`src/dmai_pkg.sv`:
```
// Behaviour
// - Fill level counts responses not yet retrieved
// - Responses drain via stream port or bus
// - Disabled response port reads fill level zero
// - Write sequence shows next write-engine descriptor
// - Read sequence shows next read-engine descriptor
// - Memory-to-stream mode reads both sequences zero
// - Sequence fields exist only with extended features
// - Early termination is bit 8 of word two
// - Word one bits 0-2 flag burst, wrap, channel
// - Bits 5:3 hold channel count minus one
// - Bits 9:6 hold data FIFO depth exponent
// - Bits 12:10 hold datapath width exponent
// - Bits 15:13 hold descriptor FIFO depth exponent
// - Bits 17:16 hold the transfer mode
// - Bit 18 extended features, bit 19 errors
// - Bits 22:20 hold error lines minus one
// - Bits 26:23 hold maximum burst exponent
// - Bits 31:27 hold maximum transfer length exponent
// - Word two bit 0 stride, 15:1 stride
// - Word two bits 16-18 packet, prefetch, burst
// - Bits 20:19 hold the response port type
// - Bits 22:21 access type, 31:23 reserved
// - Reading response byte seven pops the response
package dmai_pkg;

  // Register byte offsets
  localparam logic [7:0] OFF_RESP_BYTES = 8'h00;
  localparam logic [7:0] OFF_RESP_INFO  = 8'h04;
  localparam logic [7:0] OFF_FILL       = 8'h08;
  localparam logic [7:0] OFF_WSEQ       = 8'h0C;
  localparam logic [7:0] OFF_RSEQ       = 8'h10;
  localparam logic [7:0] OFF_CFG1       = 8'h14;
  localparam logic [7:0] OFF_CFG2       = 8'h18;
  localparam logic [7:0] OFF_RCTRL      = 8'h1C;

  // Field positions
  localparam int ET_BIT    = 8;
  localparam int FLUSH_BIT = 0;

  // Response FIFO geometry
  localparam int         RESP_AW    = 4;
  localparam int         RESP_DEPTH = 16;
  localparam logic [4:0] RESP_FULL  = 5'h10;
  localparam int         SEQ_W      = 16;

  // Reset values
  localparam logic [31:0] PRDATA_RST = 32'h0000_0000;
  localparam logic [15:0] SEQ_RST    = 16'h0000;

  // Transfer modes
  typedef enum logic [1:0] {
    MODE_MM_MM = 2'h0,
    MODE_MM_ST = 2'h1,
    MODE_ST_MM = 2'h2
  } dmai_mode_e;

  // Response port kinds
  typedef enum logic [1:0] {
    RP_MM  = 2'h0,
    RP_ST  = 2'h1,
    RP_OFF = 2'h2
  } dmai_rport_e;

  // Bus slave phase, one-hot
  typedef enum logic [1:0] {
    ST_IDLE = 2'b01,
    ST_ACC  = 2'b10
  } dmai_apb_e;

  // One response entry
  typedef struct packed {
    logic        early;
    logic [7:0]  err;
    logic [31:0] bytes;
  } dmai_resp_s;

  // Build options of this instance
  localparam logic        BLD_BURST   = 1'b1;
  localparam logic        BLD_WRAP    = 1'b0;
  localparam logic        BLD_CHAN    = 1'b0;
  localparam logic [2:0]  BLD_CHAN_W  = 3'h0;
  localparam logic [3:0]  BLD_DFIFO   = 4'h4;
  localparam logic [2:0]  BLD_DWIDTH  = 3'h2;
  localparam logic [2:0]  BLD_DESC    = 3'h2;
  localparam dmai_mode_e  BLD_MODE    = MODE_MM_MM;
  localparam logic        BLD_EXT     = 1'b1;
  localparam logic        BLD_ERR     = 1'b0;
  localparam logic [2:0]  BLD_ERR_W   = 3'h0;
  localparam logic [3:0]  BLD_MBURST  = 4'h3;
  localparam logic [4:0]  BLD_MBYTE   = 5'h0A;
  localparam logic        BLD_STRIDE  = 1'b0;
  localparam logic [14:0] BLD_MSTRIDE = 15'h0000;
  localparam logic        BLD_PKT     = 1'b0;
  localparam logic        BLD_PREF    = 1'b0;
  localparam logic        BLD_DYNB    = 1'b0;
  localparam dmai_rport_e BLD_RPORT   = RP_MM;
  localparam logic [1:0]  BLD_XFER    = 2'h0;

  // Capability word one, packed MSB first
  localparam logic [31:0] CFG1_WORD = {
    BLD_MBYTE,
    BLD_MBURST,
    BLD_ERR_W,
    BLD_ERR, BLD_EXT,
    BLD_MODE,
    BLD_DESC,
    BLD_DWIDTH,
    BLD_DFIFO,
    BLD_CHAN_W,
    BLD_CHAN, BLD_WRAP, BLD_BURST
  };

  // Capability word two, top bits reserved as zero
  localparam logic [31:0] CFG2_WORD = {
    9'h000, BLD_XFER,
    BLD_RPORT,
    BLD_DYNB, BLD_PREF, BLD_PKT,
    BLD_MSTRIDE, BLD_STRIDE
  };

endpackage : dmai_pkg

```
`src/dmai_resp_mem.sv`:
```
`timescale 1ns/100ps
`default_nettype none
module dmai_resp_mem (
  input  wire logic                           clk,
  input  wire logic                           rst_n,
  input  wire logic                           we,
  input  wire logic [dmai_pkg::RESP_AW-1:0]   waddr,
  input  wire dmai_pkg::dmai_resp_s           wdata,
  input  wire logic [dmai_pkg::RESP_AW-1:0]   raddr,
  output var  dmai_pkg::dmai_resp_s           rdata_q
);
  import dmai_pkg::*;

  // Storage, no reset: contents are only read behind the fill count
  dmai_resp_s mem_q [RESP_DEPTH];

  // Write port
  always_ff @(posedge clk)
  begin
    if (we)
    begin
      mem_q[waddr] <= wdata;
    end
  end

  // Registered read; bypass so a word written into an empty FIFO shows at once
  always_ff @(posedge clk or negedge rst_n)
  begin
    if (!rst_n)
    begin
      rdata_q <= '0;
    end
    else if (we && (waddr == raddr))
    begin
      rdata_q <= wdata;
    end
    else
    begin
      rdata_q <= mem_q[raddr];
    end
  end

endmodule : dmai_resp_mem
`default_nettype wire

```
`src/dmai_seq_track.sv`:
```
`timescale 1ns/100ps
`default_nettype none
module dmai_seq_track (
  input  wire logic                           clk,
  input  wire logic                           rst_n,
  input  wire logic [1:0]                     take,
  output logic [1:0][dmai_pkg::SEQ_W-1:0]     seq_q
);
  import dmai_pkg::*;

  // One counter per engine: index 0 write engine, index 1 read engine
  logic [SEQ_W-1:0] cnt_q [2];

  generate
    for (genvar g = 0; g < 2; g++)
    begin : g_eng
      // Each descriptor taken moves the next sequence number on; wraps at 16 bits
      always_ff @(posedge clk or negedge rst_n)
      begin
        if (!rst_n)
        begin
          cnt_q[g] <= SEQ_RST;
        end
        else if (take[g])
        begin
          cnt_q[g] <= cnt_q[g] + 16'h0001;
        end
      end
      assign seq_q[g] = cnt_q[g];
    end
  endgenerate

endmodule : dmai_seq_track
`default_nettype wire

```
`src/dmai_info_regs.sv`:
```
`timescale 1ns/100ps
`default_nettype none
module dmai_info_regs (
  input  wire logic                 clk,
  input  wire logic                 rst_n,
  input  wire logic                 psel,
  input  wire logic                 penable,
  input  wire logic                 pwrite,
  input  wire logic [7:0]           paddr,
  input  wire logic [31:0]          pwdata,
  input  wire logic [3:0]           pstrb,
  output logic [31:0]               prdata,
  output logic                      pready,
  output logic                      pslverr,
  input  wire logic                 resp_push_valid,
  input  wire dmai_pkg::dmai_resp_s resp_push_data,
  output logic                      resp_push_ready,
  output logic                      resp_st_valid,
  output var  dmai_pkg::dmai_resp_s resp_st_data,
  input  wire logic                 resp_st_ready,
  input  wire logic                 wr_take,
  input  wire logic                 rd_take
);
  import dmai_pkg::*;

  // Address match, used by the flush decode and the checks
  function automatic logic is_at(input logic [7:0] a, input logic [7:0] off);
    is_at = (a == off);
  endfunction : is_at

  // Any decoded register
  function automatic logic is_mapped(input logic [7:0] a);
    is_mapped = (a[1:0] == 2'h0) && (a <= OFF_RCTRL);
  endfunction : is_mapped

  // Bus phase tracking
  dmai_apb_e         state_q;        // Phase register
  dmai_apb_e         state_d;        // Next phase
  logic              setup;          // Setup cycle seen
  logic              done;           // Access completes this edge
  logic              fire_rd;        // Completing read
  logic              fire_wr;        // Completing write

  // Read data path
  logic [31:0]       prdata_q;       // Registered read data
  logic [31:0]       prdata_d;       // Mux result at setup
  logic              pslverr_q;      // Registered error flag
  logic              pslverr_d;      // Unmapped decode
  logic              pop_arm_q;      // Setup saw a head to pop
  logic              pop_arm_d;      // Next arm value

  // Response FIFO state
  logic [RESP_AW-1:0] wr_ptr_q;      // Next slot to fill
  logic [RESP_AW-1:0] wr_ptr_d;
  logic [RESP_AW-1:0] rd_ptr_q;      // Head slot
  logic [RESP_AW-1:0] rd_ptr_d;
  logic [RESP_AW-1:0] waddr;         // Memory write address
  logic [4:0]         count_q;       // Entries held
  logic [4:0]         count_d;
  logic               empty;         // No entry held
  logic               push_st;       // Entry stored this edge
  logic               pop;           // Head leaves this edge
  logic               pop_mm;        // Bus pop
  logic               pop_st;        // Stream pop
  logic               flush;         // Software drop of all entries
  dmai_resp_s         head;          // Head word, from a register

  // Derived register contents
  logic [15:0]        fill_val;      // Visible fill level
  logic               seq_zero;      // Sequence fields forced to zero
  logic [1:0][15:0]   seq;           // Sequence counters

  // Phase decode
  assign setup   = psel && !penable;
  assign done    = psel && penable && (state_q == ST_ACC);
  assign fire_rd = done && !pwrite;
  assign fire_wr = done && pwrite;

  // Zero wait states: every access completes in its first access cycle
  assign pready  = done;
  assign prdata  = prdata_q;
  assign pslverr = pslverr_q;

  // Next phase; a setup right after an access starts a new transfer
  always_comb
  begin
    state_d = ST_IDLE;
    case (state_q)
      ST_IDLE:
      begin
        state_d = setup ? ST_ACC : ST_IDLE;
      end
      ST_ACC:
      begin
        state_d = setup ? ST_ACC : ST_IDLE;
      end
      default:
      begin
        state_d = ST_IDLE;
      end
    endcase
  end

  // Phase register
  always_ff @(posedge clk or negedge rst_n)
  begin
    if (!rst_n)
    begin
      state_q <= ST_IDLE;
    end
    else
    begin
      state_q <= state_d;
    end
  end

  // Visible fill level; a disabled port always shows an empty queue
  assign fill_val = (BLD_RPORT == RP_OFF) ? 16'h0000 : {11'h000, count_q};

  // No sequence fields without extended features, none in memory-to-stream
  assign seq_zero = !BLD_EXT || (BLD_MODE == MODE_MM_ST);

  // Read mux, evaluated in the setup cycle so data leaves a flip-flop
  always_comb
  begin
    prdata_d  = PRDATA_RST;
    pslverr_d = !is_mapped(paddr);
    pop_arm_d = 1'b0;
    case (paddr)
      OFF_RESP_BYTES:
      begin
        // Response words only exist behind a memory-mapped response port
        if ((BLD_RPORT == RP_MM) && !empty)
        begin
          prdata_d = head.bytes;
        end
      end
      OFF_RESP_INFO:
      begin
        if ((BLD_RPORT == RP_MM) && !empty)
        begin
          prdata_d         = {24'h000000, head.err};
          prdata_d[ET_BIT] = head.early;
          pop_arm_d        = !pwrite;
        end
      end
      OFF_FILL:
      begin
        prdata_d = {16'h0000, fill_val};
      end
      OFF_WSEQ:
      begin
        prdata_d = seq_zero ? PRDATA_RST : {16'h0000, seq[0]};
      end
      OFF_RSEQ:
      begin
        prdata_d = seq_zero ? PRDATA_RST : {16'h0000, seq[1]};
      end
      OFF_CFG1:
      begin
        prdata_d = CFG1_WORD;
      end
      OFF_CFG2:
      begin
        prdata_d = CFG2_WORD;
      end
      default:
      begin
        // Control word reads zero; unmapped reads zero with an error
        prdata_d = PRDATA_RST;
      end
    endcase
  end

  // Read data and error registers, loaded once per transfer
  always_ff @(posedge clk or negedge rst_n)
  begin
    if (!rst_n)
    begin
      prdata_q  <= PRDATA_RST;
      pslverr_q <= 1'b0;
      pop_arm_q <= 1'b0;
    end
    else if (setup)
    begin
      prdata_q  <= prdata_d;
      pslverr_q <= pslverr_d;
      pop_arm_q <= pop_arm_d;
    end
  end

  // Only the control word takes writes; all info registers ignore them
  assign flush = fire_wr && is_at(paddr, OFF_RCTRL) && pstrb[0] && pwdata[FLUSH_BIT];

  // A disabled port swallows responses so the engines never stall on it
  assign resp_push_ready = (BLD_RPORT == RP_OFF) || (count_q != RESP_FULL);
  assign push_st         = resp_push_valid && resp_push_ready && (BLD_RPORT != RP_OFF);
  assign empty           = (count_q == 5'h00);

  // Pop only what the setup cycle showed, so a late push is never lost unseen
  assign pop_mm = fire_rd && pop_arm_q;
  assign pop_st = resp_st_valid && resp_st_ready;
  assign pop    = pop_mm || pop_st;

  // Streaming drain, head word straight from the memory's output register
  assign resp_st_valid = (BLD_RPORT == RP_ST) && !empty;
  assign resp_st_data  = head;

  // Pointer and count next values; a push in a flush cycle survives
  always_comb
  begin
    if (flush)
    begin
      waddr    = '0;
      wr_ptr_d = {{(RESP_AW-1){1'b0}}, push_st};
      rd_ptr_d = '0;
      count_d  = {4'h0, push_st};
    end
    else
    begin
      waddr    = wr_ptr_q;
      wr_ptr_d = wr_ptr_q + {{(RESP_AW-1){1'b0}}, push_st};
      rd_ptr_d = rd_ptr_q + {{(RESP_AW-1){1'b0}}, pop};
      count_d  = count_q + {4'h0, push_st} - {4'h0, pop};
    end
  end

  // FIFO pointers and fill count
  always_ff @(posedge clk or negedge rst_n)
  begin
    if (!rst_n)
    begin
      wr_ptr_q <= '0;
      rd_ptr_q <= '0;
      count_q  <= 5'h00;
    end
    else
    begin
      wr_ptr_q <= wr_ptr_d;
      rd_ptr_q <= rd_ptr_d;
      count_q  <= count_d;
    end
  end

  // Response storage; read address runs one step ahead so the head is current
  dmai_resp_mem u_mem (
    .clk     (clk),
    .rst_n   (rst_n),
    .we      (push_st),
    .waddr   (waddr),
    .wdata   (resp_push_data),
    .raddr   (rd_ptr_d),
    .rdata_q (head)
  );

  // Next-descriptor sequence numbers of both engines
  dmai_seq_track u_seq (
    .clk   (clk),
    .rst_n (rst_n),
    .take  ({rd_take, wr_take}),
    .seq_q (seq)
  );
endmodule : dmai_info_regs
`default_nettype wire

```
`config.mk`:
```
export PLATFORM = sky130hd
export DESIGN_NAME = dmai_info_regs
export DESIGN_NICKNAME = d
export VERILOG_FILES = /design/src/dmai_pkg.sv /design/src/dmai_resp_mem.sv /design/src/dmai_seq_track.sv /design/src/dmai_info_regs.sv
export SDC_FILE = /design/constraint.sdc
export NUM_CORES = 1
export LEC_CHECK = 0
export ABC_CLOCK_PERIOD_IN_PS = 6900
export BUFFER_PORTS_ARGS = -buffer_cell sky130_fd_sc_hd__buf_2
export CAP_MARGIN = 20
export CELL_PAD_IN_SITES_DETAIL_PLACEMENT = 1
export CELL_PAD_IN_SITES_GLOBAL_PLACEMENT = 2
export CORE_ASPECT_RATIO = 0.8
export CORE_MARGIN = 2
export CORE_UTILIZATION = 44
export DETAILED_ROUTE_END_ITERATION = 8
export MAX_ROUTING_LAYER = met4
export PLACE_DENSITY = 0.88
export SYNTH_ARGS = -nofsm -noshare
export SYNTH_HDL_FRONTEND = slang
export SYNTH_SLANG_ARGS = --single-unit
```
`constraint.sdc`:
```
create_clock -name clk -period 6.9 [get_ports clk]
set_input_delay 0.345 -clock clk [delete_from_list [all_inputs] [get_ports clk]]
set_output_delay 0.345 -clock clk [all_outputs]
set_load 0.01 [all_outputs]
```
==> results of run 1 <==
[worst paths after layout]
check | start | endpoint | slack, ps | cells after the start
min | resp_push_data[11] | u_mem.mem_q[10][11]$_DFFE_PP_ | 90 | 1
max | state_q[0]$_DFF_PN1_ | u_mem.rdata_q[5]$_DFF_PN0_ | 2020 | 13
max reg2reg | state_q[0]$_DFF_PN1_ | u_mem.rdata_q[5]$_DFF_PN0_ | 2020 | 13
max in group asynchronous | rst_n | u_mem.rdata_q[28]$_DFF_PN0_ | 5220 | 3
min reg2reg | prdata[12]$_DFFE_PN0P_ | prdata[12]$_DFFE_PN0P_ | 470 | 2
min in group asynchronous | rst_n | u_seq.seq_q[31]$_DFFE_PN0P_ | 340 | 2
[worst max-delay path: stages (launching register included)]
cell and delay, ps:
dfstp_2 510, inv_1 40, ha_1 180, and3_1 280, and3b_1 280, ha_4 190, ha_4 600, buf_4 460
xor2_1 130, nor4_2 540, a21o_2 980, buf_4 340, a32o_1 150, a31o_1 100
[final cells by class]
| type | count | area (µm²) |
|---|---|---|
| fill | 6667 | 34080 |
| tap | 924 | 1156 |
| timing repair buffer | 188 | 1092 |
| multi-input combinational | 1120 | 7712 |
| inverter | 14 | 53.80 |
| clock inverter | 32 | 236.5 |
| clock buffer | 107 | 2090 |
| antenna | 6 | 15.01 |
| sequential | 778 | 22750 |
[cell usage in the layout, fill, tap and decap left out, drive strengths merged, types with 7 or more instances in the layout]
cell type	synthesis	layout
and3	9	9
o221ai	41	41
a221o	74	74
inv	14	15
o21ai	85	85
nand4	11	11
dfrtp	121	121
xnor2	27	27
nand2	148	148
o311ai	36	36
clkinv	0	27
mux2	72	72
nand3	47	47
and2	7	7
a211oi	9	9
edfxtp	656	656
a221oi	58	58
xor2	14	14
a21oi	162	162
buf	43	184
ha	13	13
mux2i	55	55
nor2	154	154
a22oi	40	40
clkbuf	105	107
[routing by layer]
layer	part of all wire	GRT usage
met5	0	-
met1	0.41	0.3499
met4	0.026	0.08530
met2	0.47	0.4218
met3	0.095	0.05536
[where the power goes]
part / internal (mW) / total [mW] / switching [mW] / leakage [nW]
clock network: 2.20 / 3.97 / 1.77 / 1.13
registers: 5.63 / 5.91 / 0.276 / 7.48
logic: 0.308 / 1.06 / 0.753 / 3.41
total: 8.14 / 10.9 / 2.80 / 12.0
[kinds of logic after synthesis]
kind of cell	synth area share
AOI/OAI and AO/OA	0.1222
xor gates and xnor gates	0.01161
adders and majority gates	0.005906
buffers and inverters	0.02249
DFF	0.7356
muxes	0.04474
other	0.0001212
and+or+nand+nor	0.05728
[sequential cells by signal, summed over array words and instances, names as in the netlist]
signal	flops
pop_arm_q	1
u_mem.rdata_q	41
pslverr	1
prdata	32
wr_ptr_q	4
rd_ptr_q	4
u_seq.seq_q	32
u_mem.mem_q	656
count_q	5
state_q	2
[repair_timing]
action / CTS / global route
gates resized for setup: 0 / 0
endpoints found under the hold margin: 73 / 0
setup buffers: 0 / 0
hold buffers: 4 / 0
==> summary.md, run 1 <==
| Metric | Value |
|---|---|
| Synth Area per Inst | `15.01 µm²` |
| Die Wd | `300.4 µm` |
| Post-synth EDFFs | `656` |
| Pre-antenna DRT Iters | `7` |
| Setup CP Type | `flip-flop to flip-flop` |
| I/O pin cnt | `171` |
| Synthesized flop and latch total | `778` |
| Syn_nets | `2168` |
| Setup slack after layout | `2020 ps` |
| Most frequent cell after synthesis | `edfxtp_1` |
| DP Area | `32720 µm²` |
| Fin Setup TNS | `0 ps` |
| GRT Total Usage | `0.2677` |
| Clock-pin slew on the worst setup and hold paths | `60 ps` |
| First-pass GRT wire length | `138000 µm` |
| Clk Latency, worst-skew pair | `640 ps` |
| Max IR drop VDD | `0.0001594 V` |
| Total CTS buffers | `77` |
| DRT iter0 DRCs | `2176` |
| Register area share after synthesis | `0.7356` |
| Post-DRT Antenna Nets | `0` |
| Core Area | `69190 µm²` |
| Tmin final | `4880 ps` |
| CP max FO | `32` |
| Final Power | `10.94 mW` |
| Root Buffer | `clkbuf_16` |
| Die H | `241.1 µm` |
| Initial antenna violation count | `6` |
| Fin area | `35110 µm²` |
| Top cell type's share of synthesized area | `0.6369` |
| Util after Layout | `0.5074` |
| Grt total ovfl | `0` |
| Final GP Congestion | `0.8250` |
| Mapped Cells | `2060` |
| WL/cell | `29.56 µm` |
| Starting Density | `0.4470` |
| PortBufs | `134` |
| Maximum clock frequency | `204.9 MHz` |
| RSZ-0062 raised after global routing | `no` |
| Part of the cycle the worst path needs | `0.7073` |
| Finish-stage setup viols | `0` |
| PwrDens | `311.6 nW/µm²` |
| Fin Clk Skew | `24.48 ps` |
| Clock Sink Count | `778` |
| Crit. End Element | `flip-flop` |
| Slew @ Worst Pin | `1138 ps` |
| Vias | `19870` |
| Post-synth top cells | `656 x edfxtp_1, 162 x a21oi_1, 153 x nor2_1` |
| Site Rows | `86` |
| HPWL Detailed | `50550 µm` |
| Pin count of the biggest net entering global routing | `73` |
| Worst slew margin | `0.2413` |
| Placement Setup Slack | `2181 ps` |
| TritonCTS clock tree | `built` |
| Endpoints failing hold | `0` |
| Pins Over Slew Limit | `0` |
| Dpl cells | `3019` |
| Asr flop ratio synth | `0.1568` |
| Post-Route WL | `93690 µm` |
| Largest cells by area after synthesis | `edfxtp_1 64%, dfrtp_1 9.8%, a21oi_1 2.6%, mux2_2 2.6%, a221o_1 2.4%` |
| Share of post-route cells with drive strength above 1 | `0.1769` |
| Outcome | `complete, no violations` |
| Fin Hold WS | `90.87 ps` |
| Ys flop type | `edfxtp_1` |
| Via density | `6.271` |
| Cell Area, Synth | `30930 µm²` |
| Maximum buffer depth of the clock tree | `3` |
| Area leader, netlist | `edfxtp_1` |
| Area delta synth->final | `13.51%` |
| Critical path arrival | `5440 ps` |
| Synthesis warning total | `0` |
| Vias in the first global route | `21040` |
| WP data required | `7460 ps` |
| Hold crit path type | `primary input to flip-flop` |
| Crit path launch type | `flip-flop` |
| Nets | `2287` |
| Synth unique cells | `60` |
| Static leakage | `12.02 nW` |
| H-tree depth | `3` |
| Max_cap viols | `0` |
| Die area | `72440 µm²` |
| Drt drc | `0` |
| Post-Layout Cell Count | `3169` |
No activity file was read; power rests on OpenSTA's default activity.
==> run 2: changes to the inputs <==
Settings changed: ABC_AREA set to 1, ABC_CLOCK_PERIOD_IN_PS 6900 to 4600, CORE_UTILIZATION 44 to 41, PLACE_DENSITY 0.88 to 0.89.
Clock period 6.9 ns to 4.6 ns, I/O delays scaled along.
==> run 2 against run 1 <==
First-iteration DRC count grew 9.9%. Register-to-register slack got worse by 1100 ps. Power grew 60%. Cell count rose by 36%. Clock skew is 8.0 ps lower. Routed wire length increased by 8.9%. Clock power is 60% higher. Critical path type unchanged. Highest routed layer unchanged.
==> summary.md, run 2 <==
| Metric | Value |
|---|---|
| TritonCTS clock tree | `built (unchanged)` |
| Part of the cycle the worst path needs | `0.8067 (was 0.7073)` |
| Endpoints failing hold | `0 (unchanged)` |
| Slew @ Worst Pin | `1046 ps (was 1138 ps)` |
| PwrDens | `449.9 nW/µm² (was 311.6 nW/µm²)` |
| Cell Area, Synth | `33820 µm² (was 30930 µm²)` |
| Static leakage | `15.71 nW (was 12.02 nW)` |
| Crit. End Element | `flip-flop (unchanged)` |
| Area delta synth->final | `14.80% (was 13.51%)` |
| Outcome | `complete, no violations (unchanged)` |
| CP max FO | `25 (was 32)` |
| Fin Setup TNS | `0 ps (unchanged)` |
| Ys flop type | `edfxtp_1 (unchanged)` |
| Synthesized flop and latch total | `778 (unchanged)` |
| Commonest non-fill, non-tap cells in the layout | `656 x edfxtp_1, 569 x nand3_1, 473 x nand2_1 (was 656 x edfxtp_1, 161 x a21oi_1, 146 x nand2_1)` |
| Max IR drop VDD | `0.0003231 V (was 0.0001594 V)` |
| Synth unique cells | `42 (was 60)` |
| Top cell type's share of synthesized area | `0.5824 (was 0.6369)` |
| Top Registers | `u_mem.mem_q: 656 flops, u_mem.rdata_q: 41 flops (unchanged)` |
| Die area | `84830 µm² (was 72440 µm²)` |
| Share of post-route cells with drive strength above 1 | `0.1438 (was 0.1769)` |
| Internal power | `12.70 mW (was 8.139 mW)` |
| Root Buffer | `clkbuf_16 (unchanged)` |
| Mapped Cells | `3024 (was 2060)` |
| Hold crit path type | `primary input to flip-flop (unchanged)` |
| Delay-heaviest family, CP | `simple AND/OR/NAND/NOR gates (was compound AO/OA/AOI/OAI gates)` |
| Critical-path cell list | `inv_1 -> ha_1 -> nand3_1 -> inv_1 -> nand2_1 -> nor2_1 -> ha_4 -> ha_4 -> o22ai_1 -> nor2_4 -> nand3_2 -> buf_12 -> nand2_1 -> nand2_1 (was inv_1 -> ha_1 -> and3_1 -> and3b_1 -> ha_4 -> ha_4 -> buf_4 -> xor2_1 -> nor4_2 -> a21o_2 -> buf_4 -> a32o_1 -> a31o_1)` |
| Largest cells by area after synthesis | `edfxtp_1 58%, dfrtp_1 9.0%, nand3_1 8.4%, nand2_1 5.2%, inv_1 4.4% (was edfxtp_1 64%, dfrtp_1 9.8%, a21oi_1 2.6%, mux2_2 2.6%, a221o_1 2.4%)` |
| Fin Clk Skew | `16.46 ps (was 24.48 ps)` |
| CTS Hold Bufs | `48 (was 4)` |
| Crit-path slowest cell | `nor2_4 (was a21o_2)` |
| DRT iter0 DRCs | `2391 (was 2176)` |
| Cell mode on critical path | `nand2_1` |
| Drt drc | `0 (unchanged)` |
| Final GP Congestion | `0.8368 (was 0.8250)` |
| Logic pwr share | `0.130 (was 0.097)` |
| Asr flop ratio synth | `0.1568 (unchanged)` |
| First-pass GRT wire length | `153700 µm (was 138000 µm)` |
| Max reg flops | `656 (unchanged)` |
| Sequential Power Share | `0.507 (was 0.540)` |
| Pins Over Slew Limit | `0 (unchanged)` |
| Area leader, netlist | `edfxtp_1 (unchanged)` |
| Maximum clock frequency | `269.5 MHz (was 204.9 MHz)` |
| Site Rows | `94 (was 86)` |
| Vias in the first global route | `24860 (was 21040)` |
| Fill cells | `8736 (was 6667)` |
| HPWL Detailed | `55070 µm (was 50550 µm)` |
| PortBufs | `134 (unchanged)` |
| Initial antenna violation count | `2 (was 6)` |
| Crit path buf inv count | `3 (unchanged)` |
| Starting Density | `0.4126 (was 0.4470)` |
| Post-DRT Antenna Nets | `0 (unchanged)` |
| Die Wd | `325.1 µm (was 300.4 µm)` |
| Biggest register | `u_mem.mem_q (unchanged)` |
| H-tree depth | `3 (unchanged)` |
| Setup bufs post-CTS | `0 (unchanged)` |
| Setup CP Type | `flip-flop to flip-flop (unchanged)` |
| Clock-pin slew on the worst setup and hold paths | `70 ps (was 60 ps)` |
| Setup slack after layout | `889.1 ps (was 2020 ps)` |
| Clock Sink Count | `778 (unchanged)` |
| Placement Setup Slack | `955.7 ps (was 2181 ps)` |
| Most frequent cell after synthesis | `edfxtp_1 (unchanged)` |
| Most common cell after layout, fill and taps aside | `edfxtp_1 (unchanged)` |
| Via density | `5.572 (was 6.271)` |
| Post-synth top cells | `656 x edfxtp_1, 569 x nand3_1, 473 x nand2_1 (was 656 x edfxtp_1, 162 x a21oi_1, 153 x nor2_1)` |
| Syn_nets | `3132 (was 2168)` |
| Pre-antenna DRT Iters | `5 (was 7)` |
| Post-Route WL | `102000 µm (was 93690 µm)` |
| Crit path launch type | `flip-flop (unchanged)` |
| Post-synth EDFFs | `656 (unchanged)` |
| Pin count of the biggest net entering global routing | `172 (was 73)` |
| Grt total ovfl | `0 (unchanged)` |
| Register area share after synthesis | `0.6727 (was 0.7356)` |
| RSZ-0062 raised after global routing | `no (unchanged)` |
| Util after Layout | `0.4737 (was 0.5074)` |
| Clock network power share | `0.363 (about the same)` |
| Critical path arrival | `4190 ps (was 5440 ps)` |
| WP data required | `5080 ps (was 7460 ps)` |
| Synth Area per Inst | `11.19 µm² (was 15.01 µm²)` |
| Worst slew margin | `0.3028 (was 0.2413)` |
| Worst path max stage delay | `620 ps (was 980 ps)` |
| Vias | `23980 (was 19870)` |
| CTS resizes | `0 (unchanged)` |
| GRT Total Usage | `0.2458 (was 0.2677)` |
| Maximum buffer depth of the clock tree | `3 (unchanged)` |
| Die H | `260.9 µm (was 241.1 µm)` |
| Clk Latency, worst-skew pair | `640 ps (about the same)` |
| Max_cap viols | `0 (unchanged)` |
| Total CTS buffers | `76 (was 77)` |
| I/O pin cnt | `171 (unchanged)` |
| Sw Ratio | `0.2729 (was 0.2561)` |
| Synthesis warning total | `0 (unchanged)` |
| Finish-stage setup viols | `0 (unchanged)` |
| NetSw | `4.767 mW (was 2.801 mW)` |
| Core Area | `81980 µm² (was 69190 µm²)` |
| Final Power | `17.47 mW (was 10.94 mW)` |
| Nets | `3249 (was 2287)` |
| Tmin final | `3711 ps (was 4880 ps)` |
| WL/cell | `23.71 µm (was 29.56 µm)` |
[run 2: cell count changes after synthesis, sizes merged, moves of 58 or more]
cell,before,now
nand3,47,571
or2,0,123
a21oi,162,10
o21ai,85,25
o2111ai,0,125
a221oi,58,0
a221o,74,0
mux2,72,0
inv,14,400
nand2,148,476
[run 2: metrics by stage]
step                      area (µm²)  std cells  hold slack [ps]
after floorplan                33820       3024           -65.59
after global placement         35850       4118            399.8
after detailed placement       35850       4118            421.9
after CTS                      38800       4301            14.35
after global routing           38830       4304            39.46
final                          38830       4304            50.65
[run 2: cell type report]
class                           count  area [µm²]  area share
Multi-Input combinational cell   1648        8866      0.2283
Inverter                          401        1509     0.03886
Clock inverter                     30       334.1    0.008604
Timing Repair Buffer              236        1846     0.04753
Tap cell                         1104        1381     0.03557
Antenna cell                        2       5.005   0.0001289
Sequential cell                   778       22750      0.5860
Clock buffer                      105        2135     0.05497
[run 2: logic make-up after synthesis]
group                      synth area share
AOI/OAI and AO/OA                   0.04583
xor gates and xnor gates           0.008804
adders and majority gates          0.005401
buffers and inverters               0.07051
DFF                                  0.6727
other                             0.0001109
and+or+nand+nor                      0.1966
[run 2: metal layers]
layer | wire (µm) | up-vias | GRT usage
li1 | - | 10710 | -
met1 | 44440 | 12280 | 0.3296
met2 | 48680 | 807 | 0.3895
met3 | 6140 | 180 | 0.03641
met4 | 2762 | 0 | 0.07330
met5 | 0 | - | -
[run 2: path summary, 6_finish.rpt]
check / from / endpoint / slack, ps / depth (start not counted)
max reg2reg: state_q[0]$_DFF_PN1_ / u_mem.rdata_q[14]$_DFF_PN0_ / 890 / 14
max in group asynchronous: rst_n / state_q[0]$_DFF_PN1_ / 3210 / 3
min reg2reg: prdata[21]$_DFFE_PN0P_ / prdata[21]$_DFFE_PN0P_ / 480 / 1
min in group asynchronous: rst_n / prdata[5]$_DFFE_PN0P_ / 260 / 2
max: state_q[0]$_DFF_PN1_ / u_mem.rdata_q[14]$_DFF_PN0_ / 890 / 14
min: resp_push_data[37] / u_mem.mem_q[3][37]$_DFFE_PP_ / 50 / 1
[run 2: worst register-to-register path: stages (launching register included)]
cell     delay [ps]
dfstp_2         520
inv_1            40
ha_1            190
nand3_1         170
inv_1            80
nand2_1          60
nor2_1           90
ha_4            180
ha_4            450
o22ai_1         190
nor2_4          620
nand3_2         420
buf_12          310
nand2_1         100
nand2_1         130
[run 2: power groups by stage]
stage	Combinational (mW)	Clock, mW	Sequential, mW
6_report	2.27	6.34	8.86
5_1_grt	2.46	6.66	8.91
4_1_cts	2.26	6.42	8.86
3_5_place_dp	2.20	0	8.99
3_3_place_gp	2.11	0	8.96
2_1_floorplan	1.09	0	8.91
